===== src/design/wlu_defs.svh =====
// Constants for the word load instruction unit
`ifndef WLU_DEFS_SVH
`define WLU_DEFS_SVH
`define WLU_OP_X        6'h1f
`define WLU_OP_LOAD     6'h20
`define WLU_OP_LOADU    6'h21
`define WLU_XO_RESERVE  10'h014
`define WLU_XO_BREV     10'h216
`define WLU_XO_UPDX     10'h037
`define WLU_XO_INDEX    10'h017
`define WLU_EXC_NONE    2'h0
`define WLU_EXC_ALIGN   2'h1
`define WLU_EXC_DSI     2'h2
`define WLU_EXC_DTLB    2'h3
`endif


===== src/design/wlu_pkg.sv =====
// Types for the word load instruction unit
package wlu_pkg;
   typedef enum logic [3:0] {
      WLU_IDLE = 4'h1,
      WLU_XLAT = 4'h2,
      WLU_MEM  = 4'h4,
      WLU_DONE = 4'h8
   } wlu_state_t;

   typedef enum logic [2:0] {
      WLU_F_NONE, WLU_F_RSV, WLU_F_BREV, WLU_F_DISP, WLU_F_DISPU, WLU_F_UPDX, WLU_F_IDX
   } wlu_form_t;

   typedef struct packed {
      wlu_form_t   form;
      logic        valid;
      logic        upd;
      logic [4:0]  tgt;
      logic [4:0]  base;
      logic [4:0]  index;
      logic [15:0] disp;
   } wlu_dec_t;
endpackage


===== src/design/wlu_dec_if.sv =====
// Decoded instruction carrier between decoder and sequencer
`timescale 1ns/100ps
interface wlu_dec_if;
   logic [31:0]       instr;
   wlu_pkg::wlu_dec_t dec;
   modport decoder (input instr, output dec);
   modport user    (output instr, input dec);
endinterface


===== src/design/wlu_decode.sv =====
// Instruction decoder for word loads
`timescale 1ns/100ps
`include "wlu_defs.svh"
module wlu_decode (
   // Decoded carrier
   wlu_dec_if.decoder d
);
   logic [5:0] opcd;
   logic [9:0] xo;
   // Big-endian fields: bit 0 is the msb
   assign opcd = d.instr[31:26];
   assign xo   = d.instr[10:1];

   // Classify; reserved bits ignored
   always_comb begin
      d.dec       = '0;
      d.dec.tgt   = d.instr[25:21];
      d.dec.base  = d.instr[20:16];
      d.dec.index = d.instr[15:11];
      d.dec.disp  = d.instr[15:0];
      d.dec.form  = wlu_pkg::WLU_F_NONE;
      if (opcd == `WLU_OP_LOAD) begin
         d.dec.form = wlu_pkg::WLU_F_DISP;
      end else if (opcd == `WLU_OP_LOADU) begin
         d.dec.form = wlu_pkg::WLU_F_DISPU;
      end else if (opcd == `WLU_OP_X) begin
         // Bit 31 not checked: nonzero reserved bits give bounded results
         unique case (xo)
            `WLU_XO_RESERVE: d.dec.form = wlu_pkg::WLU_F_RSV;
            `WLU_XO_BREV:    d.dec.form = wlu_pkg::WLU_F_BREV;
            `WLU_XO_UPDX:    d.dec.form = wlu_pkg::WLU_F_UPDX;
            `WLU_XO_INDEX:   d.dec.form = wlu_pkg::WLU_F_IDX;
            default:         d.dec.form = wlu_pkg::WLU_F_NONE;
         endcase
      end
      d.dec.valid = d.dec.form != wlu_pkg::WLU_F_NONE;
      d.dec.upd   = d.dec.form == wlu_pkg::WLU_F_DISPU || d.dec.form == wlu_pkg::WLU_F_UPDX;
   end
endmodule


===== src/design/wlu_align.sv =====
// Byte lane assembly of a loaded word
`timescale 1ns/100ps
module wlu_align (
   // Memory word, byte at lowest address in [31:24]
   input  wire logic [31:0] mem_word,
   input  wire logic        reverse,
   // Register result
   output logic [31:0]      result
);
   // Big-endian normally, byte-reversed on request
   always_comb begin
      if (reverse) begin
         result = {mem_word[7:0], mem_word[15:8], mem_word[23:16], mem_word[31:24]};
      end else begin
         result = mem_word;
      end
   end
endmodule


===== src/design/wlu_core.sv =====
// Word load instruction unit: decode, address, translate, load, write back
// How it works
// - Opcode 31 extended 20 loads a word and sets the reservation flag.
// - Reserve load with unaligned address raises alignment and skips the load.
// - Byte-reversed load, extended 534, puts address+3 byte in top target bits.
// - Opcode 32: base term plus sign-extended 16-bit displacement, load word.
// - Opcode 33 uses base register contents always, loads, writes address back.
// - Extended 55 adds base and index, loads, writes sum to base.
// - Extended 23 adds index to base term, loads, changes nothing else.
// - Non-update forms with base field 0 use constant zero as base.
// - Update forms with base zero or equal target raise no program exception.
// - Nonzero reserved bits give bounded results, never a program exception.
// - Relocated user access to no-access zone raises data storage exception.
// - Relocated access without valid translation raises data TLB miss.
`timescale 1ns/100ps
`include "wlu_defs.svh"
module wlu_core (
   // Clock and reset
   input  wire logic        clock,
   input  wire logic        arst_n,
   // Issue
   input  wire logic        issue_valid,
   input  wire logic [31:0] issue_instr,
   output logic             issue_ready,
   // Register file read (same clock, combinational read)
   output logic [4:0]       gpr_rd_a,
   output logic [4:0]       gpr_rd_b,
   input  wire logic [31:0] gpr_a_data,
   input  wire logic [31:0] gpr_b_data,
   // Register file write ports
   output logic             gpr_wr_en,
   output logic [4:0]       gpr_wr_idx,
   output logic [31:0]      gpr_wr_data,
   output logic             gpr_upd_en,
   output logic [4:0]       gpr_upd_idx,
   output logic [31:0]      gpr_upd_data,
   // Machine state
   input  wire logic        data_reloc,
   input  wire logic        user_mode,
   // Translation lookup
   output logic             tlb_req,
   output logic [31:0]      computed_addr,
   input  wire logic        tlb_hit,
   input  wire logic        zone_no_access,
   // Data memory
   output logic             mem_req,
   input  wire logic        mem_ack,
   input  wire logic [31:0] mem_rdata,
   // Completion and exceptions
   output logic             done,
   output logic [1:0]       exc_code,
   output logic             reservation
);
   typedef struct packed {
      wlu_pkg::wlu_state_t st;
      wlu_pkg::wlu_dec_t   dec;
      logic [31:0]         addr;
      logic                ready;
      logic                tlb_req;
      logic                mem_req;
      logic                wr_en;
      logic [31:0]         wr_data;
      logic                upd_en;
      logic                done;
      logic [1:0]          exc;
      logic                rsv;
   } wlu_core_t;

   wlu_core_t s_reg;
   wlu_core_t s_next;
   wlu_dec_if dif ();
   logic [31:0] loaded;

   assign dif.instr = issue_instr;

   wlu_decode u_dec (
      .d (dif)
   );

   wlu_align u_align (
      .mem_word (mem_rdata),
      .reverse  (s_reg.dec.form == wlu_pkg::WLU_F_BREV),
      .result   (loaded)
   );

   // Sign extension of the displacement field
   function automatic logic [31:0] sext16(input logic [15:0] v);
      sext16 = {{16{v[15]}}, v};
   endfunction

   // Base term: zero for field 0 unless the form updates
   function automatic logic [31:0] base_term(input logic [4:0] f, input logic upd, input logic [31:0] v);
      base_term = (f == 5'h00 && !upd) ? 32'h0000_0000 : v;
   endfunction

   // Register reads follow the issuing instruction
   assign gpr_rd_a = dif.dec.base;
   assign gpr_rd_b = dif.dec.index;

   // Instruction accepted this cycle: only while ready, and only a word load
   logic taken;
   assign taken = issue_valid && s_reg.ready && dif.dec.valid;

   // Next-state logic
   always_comb begin
      logic [31:0] ea;
      logic        disp_form;
      ea        = 32'h0000_0000;
      disp_form = 1'b0;
      s_next         = s_reg;
      s_next.done    = 1'b0;
      s_next.wr_en   = 1'b0;
      s_next.upd_en  = 1'b0;
      s_next.tlb_req = 1'b0;
      unique case (s_reg.st)
         wlu_pkg::WLU_IDLE: begin
            s_next.ready = 1'b1;
            if (taken) begin
               disp_form = dif.dec.form == wlu_pkg::WLU_F_DISP || dif.dec.form == wlu_pkg::WLU_F_DISPU;
               // Base plus index or displacement; update forms never force zero
               ea = base_term(dif.dec.base, dif.dec.upd, gpr_a_data)
                  + (disp_form ? sext16(dif.dec.disp) : gpr_b_data);
               s_next.dec   = dif.dec;
               s_next.addr  = ea;
               s_next.ready = 1'b0;
               s_next.exc   = `WLU_EXC_NONE;
               // Base==target or base 0 on update: no program exception, result as computed
               if (dif.dec.form == wlu_pkg::WLU_F_RSV && ea[1:0] != 2'h0) begin
                  s_next.exc  = `WLU_EXC_ALIGN;
                  s_next.done = 1'b1;
                  s_next.st   = wlu_pkg::WLU_DONE;
               end else if (data_reloc) begin
                  s_next.tlb_req = 1'b1;
                  s_next.st      = wlu_pkg::WLU_XLAT;
               end else begin
                  s_next.mem_req = 1'b1;
                  s_next.st      = wlu_pkg::WLU_MEM;
               end
            end
         end
         wlu_pkg::WLU_XLAT: begin
            if (!tlb_hit) begin
               s_next.exc  = `WLU_EXC_DTLB;
               s_next.done = 1'b1;
               s_next.st   = wlu_pkg::WLU_DONE;
            end else if (user_mode && zone_no_access) begin
               s_next.exc  = `WLU_EXC_DSI;
               s_next.done = 1'b1;
               s_next.st   = wlu_pkg::WLU_DONE;
            end else begin
               s_next.mem_req = 1'b1;
               s_next.st      = wlu_pkg::WLU_MEM;
            end
         end
         wlu_pkg::WLU_MEM: begin
            if (mem_ack) begin
               s_next.mem_req = 1'b0;
               s_next.wr_en   = 1'b1;
               s_next.wr_data = loaded;
               s_next.upd_en  = s_reg.dec.upd;
               s_next.done    = 1'b1;
               if (s_reg.dec.form == wlu_pkg::WLU_F_RSV) begin
                  s_next.rsv = 1'b1;
               end
               s_next.st = wlu_pkg::WLU_DONE;
            end
         end
         wlu_pkg::WLU_DONE: begin
            s_next.ready = 1'b1;
            s_next.st    = wlu_pkg::WLU_IDLE;
         end
         default: begin
            s_next.st = wlu_pkg::WLU_IDLE;
         end
      endcase
   end

   // State register
   always_ff @(posedge clock or negedge arst_n) begin
      if (!arst_n) begin
         s_reg <= '{st: wlu_pkg::WLU_IDLE, dec: '0, addr: 32'h0, ready: 1'b0, tlb_req: 1'b0,
                    mem_req: 1'b0, wr_en: 1'b0, wr_data: 32'h0, upd_en: 1'b0, done: 1'b0,
                    exc: 2'h0, rsv: 1'b0};
      end else begin
         s_reg <= s_next;
      end
   end

   // Outputs straight from the state register
   assign issue_ready   = s_reg.ready;
   assign tlb_req       = s_reg.tlb_req;
   assign computed_addr = s_reg.addr;
   assign mem_req       = s_reg.mem_req;
   assign gpr_wr_en     = s_reg.wr_en;
   assign gpr_wr_idx    = s_reg.dec.tgt;
   assign gpr_wr_data   = s_reg.wr_data;
   assign gpr_upd_en    = s_reg.upd_en;
   assign gpr_upd_idx   = s_reg.dec.base;
   assign gpr_upd_data  = s_reg.addr;
   assign done          = s_reg.done;
   assign exc_code      = s_reg.exc;
   assign reservation   = s_reg.rsv;

   // Alignment fault only for the reserve form, and never with a write
   align_fault_a: assert property (@(posedge clock) disable iff (!arst_n)
      done && exc_code == `WLU_EXC_ALIGN |-> s_reg.dec.form == wlu_pkg::WLU_F_RSV
      && computed_addr[1:0] != 2'h0 && !gpr_wr_en)
      else $error("alignment fault wrong");
   // Reserve load sets the flag on completion
   rsv_set_a: assert property (@(posedge clock) disable iff (!arst_n)
      gpr_wr_en && s_reg.dec.form == wlu_pkg::WLU_F_RSV |-> reservation)
      else $error("reservation not set");
   // Update write only alongside the target write of an update form
   upd_write_a: assert property (@(posedge clock) disable iff (!arst_n)
      gpr_upd_en |-> gpr_wr_en && s_reg.dec.upd)
      else $error("update without load");
   // Non-update forms write only the target
   no_upd_a: assert property (@(posedge clock) disable iff (!arst_n)
      gpr_wr_en && !s_reg.dec.upd |-> !gpr_upd_en)
      else $error("stray base write");
   // Byte reversal swaps lanes
   brev_data_a: assert property (@(posedge clock) disable iff (!arst_n)
      s_reg.st == wlu_pkg::WLU_MEM && mem_ack && s_reg.dec.form == wlu_pkg::WLU_F_BREV
      |=> gpr_wr_data[31:24] == $past(mem_rdata[7:0]))
      else $error("byte reverse wrong");
   // Big-endian lanes for normal loads
   be_data_a: assert property (@(posedge clock) disable iff (!arst_n)
      s_reg.st == wlu_pkg::WLU_MEM && mem_ack && s_reg.dec.form != wlu_pkg::WLU_F_BREV
      |=> gpr_wr_data == $past(mem_rdata))
      else $error("load data wrong");
   // Missing translation faults with no write
   tlb_miss_a: assert property (@(posedge clock) disable iff (!arst_n)
      s_reg.st == wlu_pkg::WLU_XLAT && !tlb_hit |=> exc_code == `WLU_EXC_DTLB && done && !gpr_wr_en)
      else $error("tlb miss lost");
   // Protected user access faults
   zone_fault_a: assert property (@(posedge clock) disable iff (!arst_n)
      s_reg.st == wlu_pkg::WLU_XLAT && tlb_hit && user_mode && zone_no_access
      |=> exc_code == `WLU_EXC_DSI && done)
      else $error("zone fault lost");
   // Zero base for field 0 on non-update indexed forms
   zero_base_a: assert property (@(posedge clock) disable iff (!arst_n)
      issue_valid && issue_ready && dif.dec.valid && !dif.dec.upd && dif.dec.base == 5'h00
      && dif.dec.form != wlu_pkg::WLU_F_DISP && dif.dec.form != wlu_pkg::WLU_F_DISPU
      |=> computed_addr == $past(gpr_b_data))
      else $error("zero base wrong");
   // Displacement load adds the sign-extended field to a nonzero base
   disp_addr_a: assert property (@(posedge clock) disable iff (!arst_n)
      taken && dif.dec.form == wlu_pkg::WLU_F_DISP && dif.dec.base != 5'h00
      |=> computed_addr == $past(gpr_a_data) + {{16{$past(issue_instr[15])}}, $past(issue_instr[15:0])})
      else $error("displacement address wrong");
   // Displacement load with base field 0 uses zero as base
   zero_disp_a: assert property (@(posedge clock) disable iff (!arst_n)
      taken && dif.dec.form == wlu_pkg::WLU_F_DISP && dif.dec.base == 5'h00
      |=> computed_addr == {{16{$past(issue_instr[15])}}, $past(issue_instr[15:0])})
      else $error("zero displacement base wrong");
   // Update by displacement always reads the base register
   dispu_addr_a: assert property (@(posedge clock) disable iff (!arst_n)
      taken && dif.dec.form == wlu_pkg::WLU_F_DISPU
      |=> computed_addr == $past(gpr_a_data) + {{16{$past(issue_instr[15])}}, $past(issue_instr[15:0])})
      else $error("update displacement address wrong");
   // Indexed update adds both registers
   updx_addr_a: assert property (@(posedge clock) disable iff (!arst_n)
      taken && dif.dec.form == wlu_pkg::WLU_F_UPDX |=> computed_addr == $past(gpr_a_data) + $past(gpr_b_data))
      else $error("indexed update address wrong");
   // Indexed forms with a nonzero base add both registers
   idx_addr_a: assert property (@(posedge clock) disable iff (!arst_n)
      taken && !dif.dec.upd && dif.dec.base != 5'h00 && dif.dec.form != wlu_pkg::WLU_F_DISP
      |=> computed_addr == $past(gpr_a_data) + $past(gpr_b_data))
      else $error("indexed address wrong");
   // Full byte reversal of the loaded word
   brev_word_a: assert property (@(posedge clock) disable iff (!arst_n)
      s_reg.st == wlu_pkg::WLU_MEM && mem_ack && s_reg.dec.form == wlu_pkg::WLU_F_BREV
      |=> gpr_wr_data == {$past(mem_rdata[7:0]), $past(mem_rdata[15:8]), $past(mem_rdata[23:16]),
      $past(mem_rdata[31:24])})
      else $error("reversed word wrong");
   // Relocated accesses look up a translation first
   reloc_lookup_a: assert property (@(posedge clock) disable iff (!arst_n)
      taken && data_reloc && dif.dec.form != wlu_pkg::WLU_F_RSV |=> tlb_req && !mem_req)
      else $error("lookup skipped");
   // Unrelocated accesses go straight to memory with no protection check
   plain_mem_a: assert property (@(posedge clock) disable iff (!arst_n)
      taken && !data_reloc && dif.dec.form != wlu_pkg::WLU_F_RSV |=> mem_req && !tlb_req)
      else $error("unrelocated access checked");
   // A fault writes no register and leaves memory alone
   fault_quiet_a: assert property (@(posedge clock) disable iff (!arst_n)
      done && exc_code != `WLU_EXC_NONE |-> !gpr_wr_en && !gpr_upd_en && !mem_req)
      else $error("fault with access");
   // Memory request holds until acknowledged
   mem_hold_a: assert property (@(posedge clock) disable iff (!arst_n)
      mem_req && !mem_ack |=> mem_req)
      else $error("memory request dropped");
   // Completion is one cycle, then the unit is ready again
   done_pulse_a: assert property (@(posedge clock) disable iff (!arst_n)
      done |-> !issue_ready ##1 (!done && issue_ready))
      else $error("completion timing wrong");
   // No new instruction while an access is open
   busy_ready_a: assert property (@(posedge clock) disable iff (!arst_n)
      tlb_req || mem_req |-> !issue_ready)
      else $error("ready while busy");
   // Reservation stays set once taken
   rsv_hold_a: assert property (@(posedge clock) disable iff (!arst_n)
      reservation |=> reservation)
      else $error("reservation lost");

   rsv_load_c:  cover property (@(posedge clock) gpr_wr_en && reservation);
   upd_load_c:  cover property (@(posedge clock) gpr_upd_en);
   tlb_miss_c:  cover property (@(posedge clock) exc_code == `WLU_EXC_DTLB && done);
   align_c:     cover property (@(posedge clock) exc_code == `WLU_EXC_ALIGN && done);
   brev_load_c: cover property (@(posedge clock) gpr_wr_en && s_reg.dec.form == wlu_pkg::WLU_F_BREV);
endmodule


===== config.mk =====
export PLATFORM = sky130hd
export DESIGN_NAME = wlu_core
export DESIGN_NICKNAME = d
export VERILOG_FILES = /design/src/design/wlu_pkg.sv /design/src/design/wlu_dec_if.sv /design/src/design/wlu_decode.sv /design/src/design/wlu_align.sv /design/src/design/wlu_core.sv
export VERILOG_INCLUDE_DIRS = /design/src /design/src/design
export SDC_FILE = /design/constraint.sdc
export NUM_CORES = 1
export LEC_CHECK = 0
export BUFFER_PORTS_ARGS = -buffer_cell sky130_fd_sc_hd__clkbuf_2
export CORE_AREA = 8 8 150 152
export DETAILED_ROUTE_END_ITERATION = 12
export DIE_AREA = 0 0 158 160
export PLACE_DENSITY = 0.66
export RECOVER_POWER = 50
export SETUP_SLACK_MARGIN = 0.1
export SYNTH_ARGS = -nofsm -noshare
export SYNTH_HDL_FRONTEND = slang
export SYNTH_SLANG_ARGS = --single-unit

===== constraint.sdc =====
create_clock -name clock -period 3.7 [get_ports clock]
set_input_delay 0.37 -clock clock [delete_from_list [all_inputs] [get_ports clock]]
set_output_delay 0.37 -clock clock [all_outputs]
set_load 0.01 [all_outputs]

* Word level (Yosys, flattened, before mapping)
Index checks and enable logic that the tools add are counted.
** Word-level totals
- Bits in writable memories :: 0
- Word-level logic and storage cells :: 93
- Output and inout bits :: 125
- Bits in registers :: 113
- Bits in read-only memories :: 0
- Memories kept :: 0
- Bits in latches :: 0
- Bits of input ports :: 136
** Cells by class
- Shifts and indexed selects :: 0
- Muxes and demuxes :: 30
- Magnitude comparators :: 0
- Reductions and logical operators :: 20
- Bitwise logic cells :: 0
- $mul :: 0
- Add/sub/neg operators :: 1
- Divide/modulo/power cells :: 0
- Equal/unequal tests :: 24
** Operators by type and width (count)
- $mux 32 :: 3
- $mux 75 :: 1
- $mux 36 :: 1
- $mux 34 :: 1
- $add 32x32->32 :: 1
- $mux 3 :: 8
- $eq 10x5->1 const B :: 2
- $mux 4 :: 4
- $eq 6x6->1 const B :: 2
- $ne 2x2->1 const B :: 6
- $pmux 3 s4 :: 1
- $pmux 4 s3 :: 1
- $eq 10x10->1 const B :: 1
- $eq 10x6->1 const B :: 1
- $reduce_and 7->1 :: 1
- $eq 3x1->1 const B :: 2
- $eq 3x2->1 const B :: 2
- $eq 3x3->1 const B :: 2
- $eq 6x5->1 const B :: 1
- $pmux 1 s3 :: 2
- $reduce_and 2->1 :: 3
- $reduce_and 3->1 :: 2
- $reduce_bool 2->1 :: 3
- $reduce_bool 3->1 :: 2
- 13 further kinds :: 22

* Depth between registers and ports, before layout
- Depth after elaboration :: 16
- Depth in mapped cells :: 18
- Depth with buffers taken out :: 17

* By module
Synthesis repeated with hierarchy kept, for this count alone.
** Second synthesis, totals
- Cell total of the unflattened synthesis :: 890
- Area total of the unflattened synthesis :: 7543.5 µm²
** Modules (own cells, without submodules)
- wlu_core :: instances 1, seq. area each 2278.4 µm², area an instance 6602.6 µm², cells each 802
- wlu_align :: instances 1, seq. area each 0.0 µm², area an instance 544.3 µm², cells each 36
- wlu_decode :: instances 1, seq. area each 0.0 µm², area an instance 396.6 µm², cells each 52

* Least setup slack after synthesis
Ideal clock, no wire load.
- Path type :: input-to-reg
- Start point :: input issue_instr[8]
- End point :: register s_reg (netlist bit computed_addr[30])
- Stages :: 18
- Arrival time :: 4138 ps
- Buffers on the path :: 1
- Setup time :: 131 ps
- Required time :: 3569 ps
- Setup slack :: -569 ps
- Path through :: or4_4 -> nor3_2 -> nand4b_1 -> a211o_1 -> clkbuf_1 -> and2_1 -> ha_1 -> inv_1 -> fa_1 -> nor2b_1 -> o21ai_1 -> a21boi_0 -> o21a_1 -> o211a_1 -> nor4_1 -> o31ai_1 -> and3_1 -> or3_1
** On the way
- Cells in the longest elaborated chain, start to end :: 11
- Elaborated cells on any way between the ends :: 21
- Classes of those cells :: 1 x add/sub; 7 x eq/ne; 6 x mux; 7 x reduce/logical
** RTL lines
- from (decl) :: line wlu_core.sv:23 : input wire logic [31:0] issue_instr,
- $eq 10x5->1 (tied with other cells) :: line wlu_decode.sv:28 : unique case (xo)
- $pmux 3 s4 :: line wlu_decode.sv:28
- $mux 3 :: line wlu_decode.sv:26 : end else if (opcd == `WLU_OP_X) begin
- $mux 3 :: line wlu_decode.sv:24 : end else if (opcd == `WLU_OP_LOADU) begin
- $mux 3 :: line wlu_decode.sv:22 : if (opcd == `WLU_OP_LOAD) begin
- $eq 3x3->1, on equally long branches :: line wlu_decode.sv:37, wlu_core.sv:119
- $logic_or 1x1->1 :: line wlu_decode.sv:37 : d.dec.upd = d.dec.form == wlu_pkg::WLU_F_DISPU || d.dec.form == wlu_pkg::WLU_F_UPDX;
- $logic_not 1->1 :: line wlu_core.sv:93 : base_term = (f == 5'h00 && !upd) ? 32'h0000_0000 : v;
- $logic_and 1x1->1 :: line wlu_core.sv:93
- $mux 32 :: line wlu_core.sv:93
- $add 32x32->32 :: line wlu_core.sv:122 : + (disp_form ? sext16(dif.dec.disp) : gpr_b_data);
- to (signal assigned) :: line wlu_core.sv:181 : s_reg <= '{st: wlu_pkg::WLU_IDLE, dec: '0, addr: 32'h0, ready: 1'b0, tlb_req: 1'b0,
- to (signal assigned) :: line wlu_core.sv:185 : s_reg <= s_next;
- to (decl) :: line wlu_core.sv:69 : wlu_core_t s_reg;
Several ways; a longest one is shown, not always the timed one.
A chain may end at the register's enable or synchronous reset.

* Worst setup path in the final report
- Start point :: input issue_instr[31]
- End point :: register s_reg (netlist bit computed_addr[30])
** On the way
- Cells in the longest elaborated chain, start to end :: 10
- Elaborated cells on any way between the ends :: 19
- Classes of those cells :: 1 x add/sub; 6 x eq/ne; 5 x mux; 7 x reduce/logical
** RTL lines (line)
- $eq 6x5->1 (no line)
- $mux 3 :: wlu_decode.sv:26
- $mux 3 :: wlu_decode.sv:24
- $mux 3 * :: wlu_decode.sv:22
- $eq 3x3->1, on equally long branches :: wlu_decode.sv:37, wlu_core.sv:119
- $logic_or 1x1->1 :: wlu_decode.sv:37
- $logic_not 1->1 :: wlu_core.sv:93
- $logic_and 1x1->1 :: wlu_core.sv:93
- $mux 32 :: wlu_core.sv:93
- $add 32x32->32 :: wlu_core.sv:122
Every way passes the cells marked *; elsewhere a longest branch is shown, timed or not.

==> impl_metrics.tcl <==
set metrics [dict create \
    status "complete, but fails checks" \
    violations "max-capacitance violations, max-slew violations, negative setup slack" \
    synthCells 836 \
    drc 0 \
    synth_adder_area_share 0.0591 \
    grtUsageMet3 0.0445 \
    grt.met1_usage 0.199 \
    setup_viol 7 \
    max_cap_viol_count 1 \
    p_clk_frac 0.233 \
    crit_type "input port to register" \
    yosysUniqueCellTypes 58 \
    timing.rr.start "s_reg[109]$_DFFE_PN1P_" \
    fillCellCount 2018 \
    drtIter0Drc 304 \
    power_density_nw_per_um2 409 \
    synth-edff-count 0 \
    place_area_sq_um 8420 \
    cp_data_required_time_ns 3.93 \
    grt_usage 0.168 \
    numCtsBuffers 9 \
    h-tree-depth 3 \
    ff2ff_setup_slack_ns 0.97 \
    grt_first_pass_wirelength_mm 33.8 \
    p_seq_frac 0.356 \
    multi_input_area_sq_um 4010 \
    via_count 6431 \
    relSlewSlack -0.170 \
    leakage_nw 4.64 \
    synth-compound-area-share 0.167 \
    grt.busiest_layer "met2" \
    coreArea_sq_um 20000 \
    synth-xor-area-share 0.0266 \
    initial_core_util 0.345 \
    worst_slack_ns -0.132 \
    swShare 0.366 \
    min_from "issue_instr[23]" \
    path_clk_slew_ns 0.07 \
    rows 52 \
    ys_warn_count 0 \
    hold_buffers 0 \
    antenna_cells 0 \
    cts-root-buf "clkbuf_16" \
    wl_per_cell_um 16.3 \
    worst_pin_slew_ns 1.76 \
    clkSinkCount 91 \
    cts_max_path_buffers 2 \
    finalHoldViolations 0 \
    rr_endpoint "computed_addr[30]$_DFFE_PN0P_" \
    critPathArrivalTime_ns 4.06 \
    critPathBufInv 3 \
    finalCritPeriodShare 1.04 \
    post-route-min-period_ns 3.83 \
    synth.ff_latch_count 91 \
    reg2reg_depth 6 \
    cts_tree "built" \
    final_core_util 0.459 \
    hpwl_mm 17.4 \
    fin_nets 1240 \
    die-area_sq_um 25300 \
    seq_area_sq_um 2280 \
    die_w_um 158 \
    overflow 0 \
    peakVddDrop_uv 231 \
    vias_per_cell 4.77 \
    synth_mux_area_frac 0.0509 \
    seq_area_frac_synth 0.330 \
    syn_avg_cell_area_sq_um 8.26 \
    grt_max_degree 68 \
    endpoint_kind "register" \
    startpoint_type "input port" \
    rsz0062_at_grt "true" \
    synth-simple-area-share 0.209 \
    worstHoldEndpoint "gpr_wr_idx[2]$_DFFE_PN0P_" \
    clk-insertion-delay-late_ns 0.35 \
    io_pins 261 \
    async_reset_ff_frac 1.00 \
    drive_gt1_frac 0.385 \
    p_sw_w 0.00138 \
    netlist_area_sq_um 6910 \
    drt_first_pass_iters 4 \
    use_met2 0.298 \
    worstPathCellList "buf_6, or4_4, nor3_4, nand4b_1, a211o_4, buf_12, and2_1, ha_4, and4_1, and4_4, o21ai_2, buf_4, a21oi_4, nor4_4, o31ai_2, a21oi_1, or3_1" \
    min_path_type "input port to register" \
    path_max_fanout 7 \
    drv_slew 66 \
    area_delta_synth_final_pct 33.1 \
    drt-total-wl_mm 21.9 \
    ys.flop_type "dfrtp_1" \
    cp_slowest_cell "or4_4" \
    die_height_um 160 \
    gp_congestion 0.898 \
    finClkSkew_ns 0.00925 \
    antenna_found_initial 3 \
    max_freq_mhz 261 \
    io_buffers 260 \
    comb_power_share 0.411 \
    hold_path_depth 3 \
    synthesis.nets 1004 \
    postLayoutCellArea_sq_um 9200 \
    path_delay_family "simple AND/OR/NAND/NOR gates" \
    grt_pass1_vias 6536 \
    synth_top_family_by_area "simple AND/OR/NAND/NOR gates" \
    ant_nets 0 \
    power.internal_w 0.00239 \
    crit_path_max_incr_delay_ns 0.57 \
]
==> worst max-delay path by stage <==
stage / from / endpoint / slack [ns] / cells past startpoint
after global placement: issue_instr[31] / computed_addr[30]$_DFFE_PN0P_ / -0.58 / 17
after CTS: issue_instr[8] / computed_addr[30]$_DFFE_PN0P_ / -0.15 / 18
after floorplan: issue_instr[31] / computed_addr[30]$_DFFE_PN0P_ / -0.36 / 18
after detailed placement: issue_instr[31] / computed_addr[30]$_DFFE_PN0P_ / -0.65 / 17
after global routing: issue_instr[31] / computed_addr[30]$_DFFE_PN0P_ / -0.24 / 19
final: issue_instr[31] / computed_addr[30]$_DFFE_PN0P_ / -0.13 / 17
==> logic make-up (layout without fill, tap and decap cells) <==
| kind of cell | Yosys count | in the layout |
|---|---|---|
| AOI/OAI and AO/OA | 186 | 186 |
| adders and majority gates | 32 | 32 |
| buffers and inverters | 171 | 412 |
| muxes | 35 | 35 |
| DFF | 91 | 91 |
| xor gates and xnor gates | 21 | 21 |
| and+or+nand+nor | 300 | 300 |
==> cell usage in the layout (no fill, tap or decap), types with 9 or more instances in the layout <==
| master | synthesis | routed |
|---|---|---|
| a21o_1 | 27 | 27 |
| a21oi_1 | 34 | 23 |
| and2_1 | 35 | 27 |
| and3_1 | 9 | 9 |
| buf_4 | 118 | 102 |
| buf_6 | 0 | 17 |
| clkbuf_1 | 30 | 57 |
| clkbuf_16 | 0 | 10 |
| clkbuf_2 | 0 | 206 |
| dfrtp_1 | 90 | 90 |
| ha_1 | 31 | 19 |
| ha_4 | 0 | 12 |
| inv_1 | 15 | 14 |
| mux2i_1 | 34 | 34 |
| nand2_1 | 165 | 163 |
| nand3_1 | 14 | 14 |
| nor2_1 | 22 | 18 |
| nor3_1 | 9 | 9 |
| o21ai_0 | 69 | 55 |
| o21ai_1 | 2 | 10 |
| xnor2_1 | 13 | 10 |
==> synthesized netlist by cell type, drive strengths merged (6+ instances only) <==
cell type | n | area (sq um)
xor2 | 8 | 70.1
nor3 | 10 | 55.1
and3 | 9 | 56.3
o211ai | 7 | 52.6
a21o | 27 | 203
and2 | 35 | 219
mux2i | 34 | 340
xnor2 | 13 | 114
nand3 | 14 | 70.1
or3 | 6 | 37.5
nand2b | 6 | 37.5
dfrtp | 90 | 2250
inv | 15 | 56.3
clkbuf | 30 | 113
buf | 126 | 921
nor2 | 22 | 82.6
ha | 31 | 388
nand2 | 165 | 619
o21ai | 71 | 355
o21a | 6 | 45.0
a21oi | 34 | 170
==> power by group through the flow <==
stage / Sequential, W / Combinational [W] / Clock (W)
after floorplan: 0.00129 / 0.00120 / 0
after global placement: 0.00136 / 0.00143 / 0
after detailed placement: 0.00136 / 0.00145 / 0
after CTS: 0.00135 / 0.00153 / 0.000915
after global routing: 0.00137 / 0.00170 / 0.000957
final: 0.00134 / 0.00155 / 0.000878
==> per-stage QoR <==
step	worst slack, ns	TNS (ns)	instances	hold WS (ns)	power (W)
3_5_place_dp	-0.650	-9.34	1313	0.465	0.00281
2_1_floorplan	-0.356	-0.918	836	0.0744	0.00249
5_1_grt	-0.243	-2.06	1347	0.209	0.00403
3_3_place_gp	-0.576	-7.27	1313	0.452	0.00280
4_1_cts	-0.146	-0.245	1341	0.188	0.00379
6_report	-0.132	-0.383	1347	0.219	0.00376
==> cell type report <==
class / instances / area share
multi-input cells: 574 / 0.436
flip-flops and latches: 91 / 0.248
repair buffers: 381 / 0.243
well taps: 270 / 0.0367
clock buffers: 13 / 0.0272
inverters: 15 / 0.00612
clock inverters: 3 / 0.00259
==> worst reg2reg max path: stages (launching register included) <==
cell	delay, ns
dfstp_1	0.57
nor4b_1	0.74
nand4_1	0.44
buf_4	0.36
nand2_1	0.09
o311ai_0	0.11
or3_1	0.32
==> metal layers <==
metal  vias to the layer above  share of wire
met2                       207           0.50
met5                         -         0.0017
li1                       3234              -
met4                         6          0.011
met1                      2959           0.42
met3                        25          0.070
==> repair_timing <==
action                                 in CTS  in global routing
gates cloned                                0                  1
pin swaps                                  20                 51
setup endpoints to repair                  19                 20
resized for setup                          55                 37
endpoints found under the hold margin       0                  0
setup buffers                              12                  9
Note: power is estimated with default switching activity, not from simulation.
